**config.mk**
```make
export PLATFORM = sky130hd
export DESIGN_NAME = adc_serial_port
export DESIGN_NICKNAME = d
export VERILOG_FILES = /design/src/inc/adc_serial_port_pkg.sv /design/src/inc/pin_sample_if.sv /design/src/rtl/pin_sampler.sv /design/src/rtl/adc_serial_port.sv
export SDC_FILE = /design/constraint.sdc
export NUM_CORES = 1
export LEC_CHECK = 0
export BUFFER_PORTS_ARGS = -buffer_cell sky130_fd_sc_hd__buf_2
export CAP_MARGIN = 30
export CORE_ASPECT_RATIO = 0.5
export CORE_MARGIN = 2
export CORE_UTILIZATION = 30
export CTS_CLUSTER_SIZE = 28
export DETAILED_ROUTE_END_ITERATION = 16
export PLACE_DENSITY = 0.53
export SYNTH_ARGS = -nofsm -noshare
export SYNTH_HDL_FRONTEND = slang
export SYNTH_HIERARCHICAL = 1
export SYNTH_SLANG_ARGS = --single-unit
```
**constraint.sdc**
```tcl
create_clock -name core_clk_i -period 2.3 [get_ports core_clk_i]
set_input_delay 0.23 -clock core_clk_i [delete_from_list [all_inputs] [get_ports core_clk_i]]
set_output_delay 0.23 -clock core_clk_i [all_outputs]
set_load 0.01 [all_outputs]
```
**src/inc/adc_serial_port_pkg.sv**
```systemverilog
// Shared constants and types for the multimode converter serial port
package adc_serial_port_pkg;

    // ==========================================================
    // Word format
    localparam int          WORD_BITS         = 16;
    localparam logic [15:0] TEST_RESTORE_WORD = 16'h4002;
    localparam logic [15:0] WORD_RESET        = 16'h0000;

    // ==========================================================
    // Interface modes, as the mode number
    localparam logic [2:0] MODE_1     = 3'h1;
    localparam logic [2:0] MODE_2     = 3'h2;
    localparam logic [2:0] MODE_3     = 3'h3;
    localparam logic [2:0] MODE_4     = 3'h4;
    localparam logic [2:0] MODE_5     = 3'h5;
    localparam logic [2:0] MODE_RESET = MODE_2;

    // ==========================================================
    // Sampled pin positions and their levels at reset
    localparam int         PIN_SCLK    = 0;
    localparam int         PIN_SYNC    = 1;
    localparam int         PIN_DIN     = 2;
    localparam int         PIN_CONV    = 3;
    localparam int         PIN_MCLK    = 4;
    localparam int         PIN_SEL_HI  = 5;
    localparam int         PIN_SEL_LO  = 6;
    localparam int         PIN_POL     = 7;
    localparam int         PIN_COUNT   = 8;
    localparam logic [7:0] PIN_RESET   = 8'h0a;

    // ==========================================================
    // Transfer sequencer
    typedef enum logic [2:0] {
        ST_IDLE = 3'b001,
        ST_WAIT = 3'b010,
        ST_XFER = 3'b100
    } xfer_state_t;

endpackage

```
**src/inc/pin_sample_if.sv**
```systemverilog
// Carrier between the pin sampler and the serial port logic
`timescale 1ns/1ps
interface pin_sample_if #(
    parameter int W = 8
);
    logic [W-1:0] raw;
    logic [W-1:0] level;
    logic [W-1:0] rise;
    logic [W-1:0] fall;

    modport sampler (input raw, output level, output rise, output fall);
    modport user    (output raw, input level, input rise, input fall);
endinterface

```
**src/rtl/pin_sampler.sv**
```systemverilog
// Three-stage pin sampler with level agreement and edge pulses
`timescale 1ns/1ps
module pin_sampler #(
    parameter int         W         = 8,
    parameter logic [7:0] RESET_LVL = 8'h00
) (
    input  wire logic           core_clk_i,
    input  wire logic           resetn_i,
    pin_sample_if.sampler       pins
);

    // ==========================================================
    // Elaboration check
    initial begin
        if (W < 1 || W > 8) begin
            $error("pin_sampler width must be 1 to 8");
        end
    end

    // ==========================================================
    // Per-pin stages
    genvar g;
    generate
        for (g = 0; g < W; g++) begin : g_pin
            logic s1_reg, s2_reg, s3_reg, lvl_reg, rise_reg, fall_reg;
            logic lvl_next, rise_next, fall_next;

            // First stage feeds only the second
            always_comb begin
                lvl_next  = lvl_reg;
                rise_next = 1'b0;
                fall_next = 1'b0;
                if (s2_reg == s3_reg && s3_reg != lvl_reg) begin
                    lvl_next  = s3_reg;
                    rise_next = s3_reg;
                    fall_next = ~s3_reg;
                end
            end

            always_ff @(posedge core_clk_i or negedge resetn_i) begin
                if (!resetn_i) begin
                    s1_reg   <= RESET_LVL[g];
                    s2_reg   <= RESET_LVL[g];
                    s3_reg   <= RESET_LVL[g];
                    lvl_reg  <= RESET_LVL[g];
                    rise_reg <= 1'b0;
                    fall_reg <= 1'b0;
                end else begin
                    s1_reg   <= pins.raw[g];
                    s2_reg   <= s1_reg;
                    s3_reg   <= s2_reg;
                    lvl_reg  <= lvl_next;
                    rise_reg <= rise_next;
                    fall_reg <= fall_next;
                end
            end

            assign pins.level[g] = lvl_reg;
            assign pins.rise[g]  = rise_reg;
            assign pins.fall[g]  = fall_reg;
        end
    endgenerate

endmodule

```
**src/rtl/adc_serial_port.sv**
```systemverilog
// Multimode serial port of a sampling converter, device side
//
// Functional notes
// - Modes 1-3: edge select swaps out/in edges
// - Modes 4-5: edge select swaps out/in edges
// - Modes 4-5: sync fall presents first bit
// - Select high, clock low: sync fall gives MSB
// - Select low, clock high: sync fall gives MSB
// - Modes 1-2: sync high clears shifter; next fall restarts
// - Select pins choose modes two to five
// - Two-wire mode only via control bit
// - Host clocks modes 1-3; device drives 4-5
// - Mode 1 conversion from pin or bit
// - Mode 1 pulsed: pin outputs after 16 samples
// - Mode 1: float while sync high, 16 clocks
// - Sync tied low: direction flips every word
// - Calibration bursts hold pin direction throughout
// - Mode 2: sync fall enables output driver
// - Mode 2: float after sync rise, sample
// - Mode 3: sync fall triggers, counts 16 internally
// - Modes 4-5: sync high after 16th sample
`timescale 1ns/1ps
module adc_serial_port
    import adc_serial_port_pkg::*;
#(
    parameter int WORD_W = adc_serial_port_pkg::WORD_BITS
) (
    input  wire logic                  core_clk_i,
    input  wire logic                  resetn_i,
    input  wire logic                  interface_select_hi_i,
    input  wire logic                  interface_select_lo_i,
    input  wire logic                  polarity_i,
    input  wire logic                  two_wire_sel_i,
    input  wire logic                  conv_bit_i,
    input  wire logic                  conversion_start_n_i,
    input  wire logic                  master_clock_in_i,
    input  wire logic                  cal_read_burst_i,
    input  wire logic                  cal_write_burst_i,
    input  wire logic                  sclk_i,
    input  wire logic                  sync_n_i,
    input  wire logic                  din_i,
    input  wire logic [WORD_W-1:0]     tx_word_i,
    output logic                       sclk_o,
    output logic                       sclk_oe_o,
    output logic                       sync_n_o,
    output logic                       sync_n_oe_o,
    output logic                       din_o,
    output logic                       din_oe_o,
    output logic                       dout_o,
    output logic                       dout_oe_o,
    output logic [WORD_W-1:0]          rx_word_o,
    output logic                       rx_valid_o,
    output logic                       conv_start_o,
    output logic [2:0]                 mode_o
);
    import adc_serial_port_pkg::*;

    localparam int CW = $clog2(WORD_W + 1);
    localparam logic [CW-1:0] LAST_BIT = CW'(WORD_W - 1);

    // ==========================================================
    // Elaboration check
    initial begin
        if (WORD_W < 2 || WORD_W > 16) begin
            $error("adc_serial_port word width must be 2 to 16");
        end
    end

    // ==========================================================
    // Pin sampling
    pin_sample_if #(.W(PIN_COUNT)) pins ();

    assign pins.raw[PIN_SCLK]   = sclk_i;
    assign pins.raw[PIN_SYNC]   = sync_n_i;
    assign pins.raw[PIN_DIN]    = din_i;
    assign pins.raw[PIN_CONV]   = conversion_start_n_i;
    assign pins.raw[PIN_MCLK]   = master_clock_in_i;
    assign pins.raw[PIN_SEL_HI] = interface_select_hi_i;
    assign pins.raw[PIN_SEL_LO] = interface_select_lo_i;
    assign pins.raw[PIN_POL]    = polarity_i;

    pin_sampler #(
        .W         (PIN_COUNT),
        .RESET_LVL (PIN_RESET)
    ) u_pins (
        .core_clk_i (core_clk_i),
        .resetn_i   (resetn_i),
        .pins       (pins)
    );

    // ==========================================================
    // State
    xfer_state_t       state_reg, state_next;
    logic [2:0]        mode_reg, mode_next;
    logic [CW-1:0]     cnt_reg, cnt_next;
    logic [WORD_W-1:0] tx_reg, tx_next;
    logic [WORD_W-1:0] rx_reg, rx_next;
    logic [WORD_W-1:0] rxw_reg, rxw_next;
    logic              rxv_reg, rxv_next;
    logic              bit_reg, bit_next;
    logic              dir_out_reg, dir_out_next;
    logic              req_reg, req_next;
    logic              conv_reg, conv_next;
    logic              sclk_reg, sclk_next;
    logic              sync_reg, sync_next;
    logic              din_oe_reg, din_oe_next;
    logic              dout_oe_reg, dout_oe_next;
    logic              master_oe_reg;

    logic pol, slave, master, two_wire, out_edge, samp_edge;
    logic clk_lvl, clk_rise, clk_fall, sync_low, start_slave, load_now, frame_on;

    // ==========================================================
    // Mode decode and edge selection
    always_comb begin
        case ({pins.level[PIN_SEL_HI], pins.level[PIN_SEL_LO]})
            2'b00:   mode_next = two_wire_sel_i ? MODE_1 : MODE_2;
            2'b01:   mode_next = MODE_3;
            2'b10:   mode_next = MODE_4;
            2'b11:   mode_next = MODE_5;
            default: mode_next = MODE_RESET;
        endcase
    end

    assign pol      = pins.level[PIN_POL];
    assign two_wire = (mode_reg == MODE_1);
    assign master   = (mode_reg == MODE_4) || (mode_reg == MODE_5);
    assign slave    = ~master;
    assign clk_lvl  = slave ? pins.level[PIN_SCLK] : pins.level[PIN_MCLK];
    assign clk_rise = slave ? pins.rise[PIN_SCLK] : pins.rise[PIN_MCLK];
    assign clk_fall = slave ? pins.fall[PIN_SCLK] : pins.fall[PIN_MCLK];
    assign sync_low = ~pins.level[PIN_SYNC];

    // Host-clocked modes shift on the rise at select 0, device-clocked on the fall
    assign out_edge  = slave ? (pol ? clk_fall : clk_rise)
                             : (pol ? clk_rise : clk_fall);
    assign samp_edge = slave ? (pol ? clk_rise : clk_fall)
                             : (pol ? clk_fall : clk_rise);

    // MSB goes out at once when the next clock edge is the sampling one
    assign load_now    = pol ? ~clk_lvl : clk_lvl;
    assign start_slave = slave && pins.fall[PIN_SYNC];
    assign frame_on    = (state_next == ST_XFER) || (state_reg == ST_XFER);

    // ==========================================================
    // Transfer sequencer
    always_comb begin
        state_next   = state_reg;
        cnt_next     = cnt_reg;
        tx_next      = tx_reg;
        rx_next      = rx_reg;
        rxw_next     = rxw_reg;
        rxv_next     = 1'b0;
        bit_next     = bit_reg;
        dir_out_next = dir_out_reg;
        req_next     = req_reg;
        sync_next    = sync_reg;
        conv_next    = pins.fall[PIN_CONV] || conv_bit_i;
        case (state_reg)
            ST_IDLE: begin
                if (start_slave) begin
                    // Every frame opens on a clean shifter
                    state_next = ST_XFER;
                    cnt_next   = '0;
                    rx_next    = '0;
                    tx_next    = tx_word_i;
                    if (load_now && !(two_wire && !dir_out_reg)) begin
                        bit_next = tx_word_i[WORD_W-1];
                        tx_next  = tx_word_i << 1;
                    end
                end else if (master && req_reg) begin
                    state_next = ST_WAIT;
                    req_next   = 1'b0;
                end
            end
            ST_WAIT: begin
                // Sync drops on an output edge so the MSB meets a sampling edge
                if (out_edge) begin
                    state_next = ST_XFER;
                    sync_next  = 1'b0;
                    cnt_next   = '0;
                    rx_next    = '0;
                    bit_next   = tx_word_i[WORD_W-1];
                    tx_next    = tx_word_i << 1;
                end
            end
            ST_XFER: begin
                if (out_edge) begin
                    bit_next = tx_reg[WORD_W-1];
                    tx_next  = tx_reg << 1;
                end
                if (samp_edge) begin
                    rx_next  = {rx_reg[WORD_W-2:0], pins.level[PIN_DIN]};
                    cnt_next = CW'(cnt_reg + 1'b1);
                    if (cnt_reg == LAST_BIT) begin
                        cnt_next = '0;
                        rxw_next = {rx_reg[WORD_W-2:0], pins.level[PIN_DIN]};
                        rxv_next = !(two_wire && dir_out_reg);
                        if (two_wire) begin
                            // Shared pin turns around on each word edge; calibration bursts force its direction
                            if (cal_read_burst_i) begin
                                dir_out_next = 1'b1;
                            end else if (cal_write_burst_i) begin
                                dir_out_next = 1'b0;
                            end else begin
                                dir_out_next = ~dir_out_reg;
                            end
                            tx_next = tx_word_i;
                        end else begin
                            // Internal count ends the word; extra clocks do nothing
                            state_next = ST_IDLE;
                            sync_next  = 1'b1;
                        end
                    end
                end
                // Sync rise aborts in level-triggered modes
                if (slave && mode_reg != MODE_3 && !sync_low) begin
                    state_next = ST_IDLE;
                    cnt_next   = '0;
                    rx_next    = '0;
                    tx_next    = '0;
                end
            end
            default: begin
                state_next = ST_IDLE;
            end
        endcase
        if (pins.rise[PIN_CONV] || conv_bit_i) begin
            req_next = 1'b1;
        end

        // Mode switch drops any frame in flight
        if (mode_next != mode_reg) begin
            state_next   = ST_IDLE;
            sync_next    = 1'b1;
            dir_out_next = 1'b0;
            cnt_next     = '0;
            req_next     = 1'b0;
        end
    end

    // ==========================================================
    // Pin drive
    always_comb begin
        sclk_next    = 1'b0;
        din_oe_next  = 1'b0;
        dout_oe_next = 1'b0;
        if (master) begin
            // Mode 4 gates the master clock; at select 0 the 16th pulse outlives the frame
            if (mode_reg == MODE_5) begin
                sclk_next = pins.level[PIN_MCLK];
            end else begin
                sclk_next = pins.level[PIN_MCLK] && frame_on;
            end
            dout_oe_next = frame_on;
        end else if (two_wire) begin
            din_oe_next = dir_out_next && sync_low;
        end else begin
            dout_oe_next = sync_low;
        end
    end

    // ==========================================================
    // Registers
    always_ff @(posedge core_clk_i or negedge resetn_i) begin
        if (!resetn_i) begin
            state_reg   <= ST_IDLE;
            mode_reg    <= MODE_RESET;
            cnt_reg     <= '0;
            tx_reg      <= WORD_RESET[WORD_W-1:0];
            rx_reg      <= WORD_RESET[WORD_W-1:0];
            rxw_reg     <= WORD_RESET[WORD_W-1:0];
            rxv_reg     <= 1'b0;
            bit_reg     <= 1'b0;
            dir_out_reg <= 1'b0;
            req_reg     <= 1'b0;
            conv_reg    <= 1'b0;
            sclk_reg    <= 1'b0;
            sync_reg    <= 1'b1;
            din_oe_reg  <= 1'b0;
            dout_oe_reg <= 1'b0;
        end else begin
            state_reg   <= state_next;
            mode_reg    <= mode_next;
            cnt_reg     <= cnt_next;
            tx_reg      <= tx_next;
            rx_reg      <= rx_next;
            rxw_reg     <= rxw_next;
            rxv_reg     <= rxv_next;
            bit_reg     <= bit_next;
            dir_out_reg <= dir_out_next;
            req_reg     <= req_next;
            conv_reg    <= conv_next;
            sclk_reg    <= sclk_next;
            sync_reg    <= sync_next;
            din_oe_reg  <= din_oe_next;
            dout_oe_reg <= dout_oe_next;
        end
    end

    // ==========================================================
    // Outputs
    assign sclk_o       = sclk_reg;
    assign sclk_oe_o    = master_oe_reg;
    assign sync_n_o     = sync_reg;
    assign sync_n_oe_o  = master_oe_reg;
    assign din_o        = bit_reg;
    assign din_oe_o     = din_oe_reg;
    assign dout_o       = bit_reg;
    assign dout_oe_o    = dout_oe_reg;
    assign rx_word_o    = rxw_reg;
    assign rx_valid_o   = rxv_reg;
    assign conv_start_o = conv_reg;
    assign mode_o       = mode_reg;

    // Device owns clock and sync only in its own clocking modes
    always_ff @(posedge core_clk_i or negedge resetn_i) begin
        if (!resetn_i) begin
            master_oe_reg <= 1'b0;
        end else begin
            master_oe_reg <= (mode_next == MODE_4) || (mode_next == MODE_5);
        end
    end

endmodule

```
==> results of run 1 <==
-- final timing paths --
path,startpoint,end,slack (ns),depth (start not counted)
setup / recovery,mode_o[1]$_DFF_PN1_,tx_reg[0]$_DFFE_PN0P_,0.17,5
hold / removal,two_wire_sel_i,mode_o[1]$_DFF_PN1_,0.05,2
setup reg to reg,mode_o[1]$_DFF_PN1_,tx_reg[0]$_DFFE_PN0P_,0.17,5
hold reg to reg,u_pins/g_pin[7].s1_reg$_DFF_PN0_,u_pins/g_pin[7].s2_reg$_DFF_PN0_,0.35,0
max in group asynchronous,resetn_i,u_pins/g_pin[2].s2_reg$_DFF_PN0_,1.16,3
min in group asynchronous,resetn_i,u_pins/g_pin[5].s2_reg$_DFF_PN0_,0.42,2
-- layer usage --
metal | track usage | wire length (µm)
met1 | 0.174 | 4680
met2 | 0.165 | 3960
met3 | 0.0295 | 336
met5 | 0 | 0
met4 | 0.0296 | 80
-- cells in the final DEF (no fill, tap or decap), drive strengths merged, types with 4 or more instances in the layout --
cell,n
nor3b,7
dfstp,11
o21ai,38
nand3,5
buf,70
clkbuf,9
dfrtp,96
or2,4
nand2b,8
nor2,13
mux2,20
a22oi,30
dlygate4sd3,9
a21oi,13
nand2,43
inv,6
maj3,8
-- where the power goes --
part / internal [mW] / switching, mW
Sequential: 2.08 / 0.140
Combinational: 0.266 / 0.302
Clock: 0.873 / 0.746
Total: 3.22 / 1.19
-- repair_timing --
item                                    CTS  global route
hold buffers                              9             0
hold endpoints to repair                 40             0
gates resized for setup                   0             2
endpoints found under the setup margin    0            15
-- through the flow --
stage | total power, mW | utilization | setup WS [ns] | hold WS [ns] | instances
floorplan | 2.63 | - | 0.240 | -0.0656 | 375
global placement | 2.79 | 0.338 | 0.103 | 0.265 | 608
detailed placement | 2.81 | 0.338 | 0.0728 | 0.269 | 608
CTS | 4.46 | 0.367 | 0.0484 | 0.0363 | 633
global route | 4.66 | 0.368 | 0.0336 | 0.0578 | 634
finish | 4.41 | 0.368 | 0.173 | 0.0496 | 634
-- worst register-to-register path: stages, from the launching register on --
cell and delay [ns]:
dfstp_2 0.61, nand2b_1 0.32, o211ai_2 0.18, and2_1 0.26, a22o_1 0.35, a32o_1 0.30
-- cell type report --
| cell class | instances | area (µm²) | share of cell area |
|---|---|---|---|
| clock buffer | 9 | 225 | 0.0421 |
| clock inverter | 7 | 96.3 | 0.0180 |
| inverter | 4 | 15.0 | 0.00280 |
| multi-input combinational | 230 | 1570 | 0.293 |
| sequential | 107 | 2690 | 0.503 |
| tap | 198 | 248 | 0.0463 |
| timing repair buffer | 79 | 510 | 0.0953 |
==> impl_metrics.yaml, run 1 <==
timing:
  rsz0062_at_grt: "false"
  min_period_over_period: 0.925
  finalClockSkew_ns: 0.0155
  setup_viol: 0
  final_hold_viol_count: 0
  fin_crit_ns: 2.13
  max_clock_freq_ghz: 0.470
  drv_slew: 0
  setup_tns_ns: 0
  tightestPinTransition_ns: 0.583
  max_slew_margin: 0.611
layout:
  fillers: 1450
  syn_to_final_growth_pct: 19.6
  nets: 462
  fin_area_um2: 5360
  antenna_cells: 0
  layout-drive-gt1-share: 0.323
global_routing:
  grt_pass1_wl_um: 15000
  first_global_vias: 2887
  grt_antenna_before_repair: 0
  grt_max_degree: 45
  track_usage: 0.116
  grt_overflow: 0
setup_path:
  required_ns: 2.53
  critical_path_class: "register to register"
  cp_data_arrival_time_ns: 2.36
  path_max_fanout: 8
  crit_chain: "nand2b_1 -> o211ai_2 -> and2_1 -> a22o_1 -> a32o_1"
  cp-end-kind: "register"
  worst_setup_path_start_kind: "register"
  crit_buf_inv: 0
  critPathSlowestCell: "dfstp_2"
  cp_top_family: "compound AO/OA/AOI/OAI gates"
  cp_slowest_stage_delay_ns: 0.61
placed_design:
  port_buffers: 58
  dpl.hpwl_um: 6120
  place_congestion: 0.789
  detailed_place.area_um2: 4920
synthesis:
  avgSynthCellArea_um2: 11.9
  synth_nets: 406
  yosys_warnings: 6
  netlist_area_um2: 4480
  netlist_instances: 375
worst_hold_path:
  hold_path_class: "primary input to register"
clocking:
  cts_root_buffer: "clkbuf_16"
  htree_levels: 3
  post-cts-setup-buffers: 0
  cts_sinks: 107
  cts_tree: "built"
  clock_latency_ns: 0.35
  cts.path.max_buffers: 2
  numCtsBuffers: 9
  path_clk_slew_ns: 0.07
pwr:
  powerDensity_nw_per_um2: 824
  vdd_drop_max_mv: 0.433
  power_leakage_nw: 2.41
floorplanning:
  die_y_um: 90.4
  die_area_um2: 16000
  placeableCoreArea_um2: 14500
  num_rows: 31
  ios: 59
  start_util: 0.308
  die_w_um: 177
run:
  drv_cap: 0
routing:
  firstDrtPassIters: 4
  drtIter0Drc: 272
  vias_per_cell: 4.62
  wl_um: 9060
  detail-route-antenna-nets: 0
  vias: 2927
  wire_per_inst_um: 14.3
  drc: 0
run_status:
  status: "complete, no violations"
No activity file was read; power rests on OpenSTA's default activity.
==> run 2: changes to the inputs <==
CAP_MARGIN = 10   (was 30)
HOLD_SLACK_MARGIN = 0.1   (was unset)
==> run 2 against run 1 <==
Clock power hardly changed. Setup slack worse by 0.0027 ns. Combinational power hardly changed. Clock-buffer cell count stayed put. First-iteration DRC count is 7.7% lower. Critical path depth stayed put.
==> impl_metrics.yaml, run 2 (synthesized netlist as in run 1, its figures left out) <==
worst_hold_path:
  holdPathStages: 2
  hold_path_class: "primary input to register"
timing:
  fin_crit_ns: 2.13
  min_period_over_period: 0.926
  setup_tns_ns: 0
  final_hold_viol_count: 0
  rsz0062_at_grt: "false"
  setup_viol: 0
  finalClockSkew_ns: 0.0183
  whs_ns: 0.106
  tightestPinTransition_ns: 0.575
  drv_slew: 0
  max_slew_margin: 0.617
  max_clock_freq_ghz: 0.470
setup_path:
  cp-end-kind: "register"
  rr_worst_depth: 5
  critPathSlowestCell: "dfstp_2"
  crit_chain: "nand2b_1 -> o211ai_2 -> and2_1 -> a22o_1 -> a32o_1"
  critical_path_class: "register to register"
  worst_setup_path_start_kind: "register"
  cp.depth: 5
  path_max_fanout: 8
  reg2reg_slack_ns: 0.17
  cp_top_family: "compound AO/OA/AOI/OAI gates"
  cp_data_arrival_time_ns: 2.36
  cp_slowest_stage_delay_ns: 0.61
  required_ns: 2.53
  crit_buf_inv: 0
clocking:
  cts_sinks: 107
  path_clk_slew_ns: 0.07
  post-cts-setup-buffers: 0
  clock_latency_ns: 0.35
  numCtsBuffers: 9
  cts.path.max_buffers: 2
  cts_root_buffer: "clkbuf_16"
  cts_tree: "built"
  htree_levels: 3
routing:
  vias: 2930
  wire_per_inst_um: 14.3
  detail-route-antenna-nets: 0
  firstDrtPassIters: 4
  drc: 0
  vias_per_cell: 4.61
  wl_um: 9080
  drtIter0Drc: 251
pwr:
  power_frac_seq: 0.504
  intPower_mw: 3.22
  powerDensity_nw_per_um2: 822
  power_leakage_nw: 2.42
  vdd_drop_max_mv: 0.430
  p_comb_frac: 0.129
  clock_power_share: 0.366
  sw_frac_of_total: 0.269
  p_sw_mw: 1.18
floorplanning:
  placeableCoreArea_um2: 14500
  die_w_um: 177
  die_area_um2: 16000
  start_util: 0.308
  die_y_um: 90.4
  num_rows: 31
  ios: 59
layout:
  register_area_um2: 2690
  final_common_cell: "dfrtp_1"
  postLayoutCoreUtil: 0.369
  antenna_cells: 0
  nets: 463
  final_cell_mix: "dfrtp_1, buf_2, nand2_1, a22oi_1, o21ai_1"
  syn_to_final_growth_pct: 19.8
  fillers: 1449
  multiInputGateArea_um2: 1570
  layout-drive-gt1-share: 0.323
run_status:
  status: "complete, no violations"
global_routing:
  grt_antenna_before_repair: 0
  first_global_vias: 2918
  grt_pass1_wl_um: 15000
  grt_max_degree: 45
  grt_overflow: 0
  track_usage: 0.116
placed_design:
  dpl.hpwl_um: 6120
  port_buffers: 58
  place_congestion: 0.789
run:
  drv_cap: 0
## run 2: area by class of cell
type                       count  area share
sequential                   107       0.502
clock inverter                 7      0.0180
tap                          198      0.0462
multi-input combinational    230       0.292
timing repair buffer          80      0.0970
clock buffer                   9      0.0420
inverter                       4     0.00280
## run 2: routing by layer
metal	track usage	vias up	part of all wire
li1	-	1442	-
met1	0.172	1450	0.52
met2	0.168	36	0.45
met3	0.0295	2	0.026
met4	0.0296	0	0.0031
met5	0	-	0
## run 2: worst paths after layout
kind	from	to
max	mode_o[1]$_DFF_PN1_	tx_reg[0]$_DFFE_PN0P_
min	conv_bit_i	conv_start_o$_DFF_PN0_
min in group asynchronous	resetn_i	u_pins/g_pin[5].s1_reg$_DFF_PN0_
min reg2reg	u_pins/g_pin[7].s1_reg$_DFF_PN0_	u_pins/g_pin[7].s2_reg$_DFF_PN0_
max in group asynchronous	resetn_i	u_pins/g_pin[2].s2_reg$_DFF_PN0_
max reg2reg	mode_o[1]$_DFF_PN1_	tx_reg[0]$_DFFE_PN0P_
## run 2: through the flow
| step | cells | setup slack, ns | total power, mW | area (µm²) |
|---|---|---|---|---|
| after floorplan | 375 | 0.240 | 2.63 | 4480 |
| after global placement | 608 | 0.103 | 2.79 | 4920 |
| after detailed placement | 608 | 0.0728 | 2.81 | 4920 |
| after CTS | 634 | 0.0484 | 4.46 | 5340 |
| after global routing | 635 | 0.0336 | 4.66 | 5370 |
| final | 635 | 0.170 | 4.41 | 5370 |
## run 2: repair_timing
action,CTS,global route
endpoints found under the hold margin,41,0
resized for setup,0,2
hold buffers,10,0
endpoints found under the setup margin,0,15
## run 2: power groups by stage
stage               registers, mW  logic [mW]  clock network, mW
CTS                          2.22       0.567               1.67
floorplan                    2.22       0.415                  0
global placement             2.25       0.541                  0
global route                 2.25       0.645               1.76
detailed placement           2.25       0.554                  0
finish                       2.22       0.571               1.61
==> run 3: changes to the inputs <==
RECOVER_POWER = 50   (was unset)
==> run 3 against run 2 <==
Cell area shrank 1.1%. Register-to-register slack better by 0.02 ns. Final cell count unchanged. Largest cell class unchanged.
==> impl_metrics.yaml, run 3 (synthesized netlist as in run 1, its figures left out) <==
layout:
  layout-drive-gt1-share: 0.236
  fin_area_um2: 5310
  syn_to_final_growth_pct: 18.5
  antenna_cells: 0
  postLayoutCoreUtil: 0.365
  final_common_cell: "dfrtp_1"
  nets: 463
  final_cell_mix: "dfrtp_1, nand2_1, a22oi_1, buf_2, clkbuf_1"
floorplanning:
  ios: 59
  die_w_um: 177
  start_util: 0.308
  die_area_um2: 16000
  die_y_um: 90.4
  placeableCoreArea_um2: 14500
  num_rows: 31
timing:
  final_hold_viol_count: 0
  whs_ns: 0.105
  max_slew_margin: 0.279
  max_clock_freq_ghz: 0.473
  tightestPinTransition_ns: 1.08
  setup_viol: 0
  finalClockSkew_ns: 0.0170
  drv_slew: 0
  setup_tns_ns: 0
  min_period_over_period: 0.919
  fin_crit_ns: 2.11
  rsz0062_at_grt: "false"
global_routing:
  grt_overflow: 0
  grt_pass1_wl_um: 15000
  grt_antenna_before_repair: 0
  grt_max_degree: 45
  track_usage: 0.116
  first_global_vias: 2918
placed_design:
  dpl.hpwl_um: 6120
  place_congestion: 0.789
  port_buffers: 58
  detailed_place.area_um2: 4920
setup_path:
  cp-end-kind: "register"
  cp_data_arrival_time_ns: 2.34
  path_max_fanout: 8
  worst_setup_path_start_kind: "register"
  required_ns: 2.53
  critical_path_class: "register to register"
pwr:
  power_leakage_nw: 2.30
  powerDensity_nw_per_um2: 828
  vdd_drop_max_mv: 0.438
clocking:
  post-cts-setup-buffers: 0
  htree_levels: 3
  cts_tree: "built"
  cts_root_buffer: "clkbuf_16"
  path_clk_slew_ns: 0.07
  numCtsBuffers: 9
  clock_latency_ns: 0.35
  cts.path.max_buffers: 2
  cts_sinks: 107
run:
  drv_cap: 0
worst_hold_path:
  hold_path_class: "primary input to register"
routing:
  wire_per_inst_um: 14.3
  detail-route-antenna-nets: 0
  wl_um: 9060
  firstDrtPassIters: 4
  vias: 2936
  vias_per_cell: 4.62
  drc: 0
  drtIter0Drc: 263
run_status:
  status: "complete, no violations"
run 3: power by group:
| group | leakage (nW) | switching (mW) | internal [mW] |
|---|---|---|---|
| combinational | 0.792 | 0.301 | 0.254 |
| sequential | 1.35 | 0.141 | 2.08 |
| clock | 0.152 | 0.742 | 0.873 |
| total | 2.30 | 1.18 | 3.21 |
run 3: routing by layer:
metal | up-vias | global-route usage | part of all wire
met5 | - | 0 | 0
met4 | 0 | 0.0296 | 0.0050
met3 | 4 | 0.0295 | 0.033
met2 | 45 | 0.168 | 0.45
met1 | 1446 | 0.172 | 0.52
li1 | 1441 | - | -
run 3: final timing paths:
path | startpoint | endpoint | slack (ns) | depth (start not counted)
setup / recovery | mode_o[1]$_DFF_PN1_ | tx_reg[0]$_DFFE_PN0P_ | 0.19 | 5
hold / removal | conv_bit_i | conv_start_o$_DFF_PN0_ | 0.11 | 2
setup reg to reg | mode_o[1]$_DFF_PN1_ | tx_reg[0]$_DFFE_PN0P_ | 0.19 | 5
hold reg to reg | u_pins/g_pin[7].s1_reg$_DFF_PN0_ | u_pins/g_pin[7].s2_reg$_DFF_PN0_ | 0.35 | 0
max in group asynchronous | resetn_i | state_reg[1]$_DFF_PN0_ | 0.41 | 3
min in group asynchronous | resetn_i | u_pins/g_pin[5].s1_reg$_DFF_PN0_ | 0.62 | 2
run 3: through the flow:
| step | instances | setup WS, ns | total power [mW] |
|---|---|---|---|
| 6_report | 635 | 0.186 | 4.39 |
| 5_1_grt | 635 | 0.0336 | 4.64 |
| 4_1_cts | 634 | 0.0484 | 4.46 |
| 3_5_place_dp | 608 | 0.0728 | 2.81 |
| 3_3_place_gp | 608 | 0.103 | 2.79 |
| 2_1_floorplan | 375 | 0.240 | 2.63 |
run 3: cell type report:
cell class                      count  area (µm²)
Fill cell                        1466        9240
Clock inverter                      7        96.3
Tap cell                          198         248
Multi-Input combinational cell    230        1560
Clock buffer                        9         225
Inverter                            4        15.0
Timing Repair Buffer               80         472
Sequential cell                   107        2690
run 3: repair_timing:
item | in CTS | in global routing
hold buffers | 10 | 0
endpoints found under the setup margin | 0 | 15
gates resized for setup | 0 | 2
hold endpoints to repair | 41 | 0
run 3: worst max-delay path, stage by stage, from the launching register on:
cell      delay (ns)
dfstp_2         0.61
nand2b_1        0.31
o211ai_2        0.18
and2_1          0.25
a22o_1          0.35
a32o_1          0.30
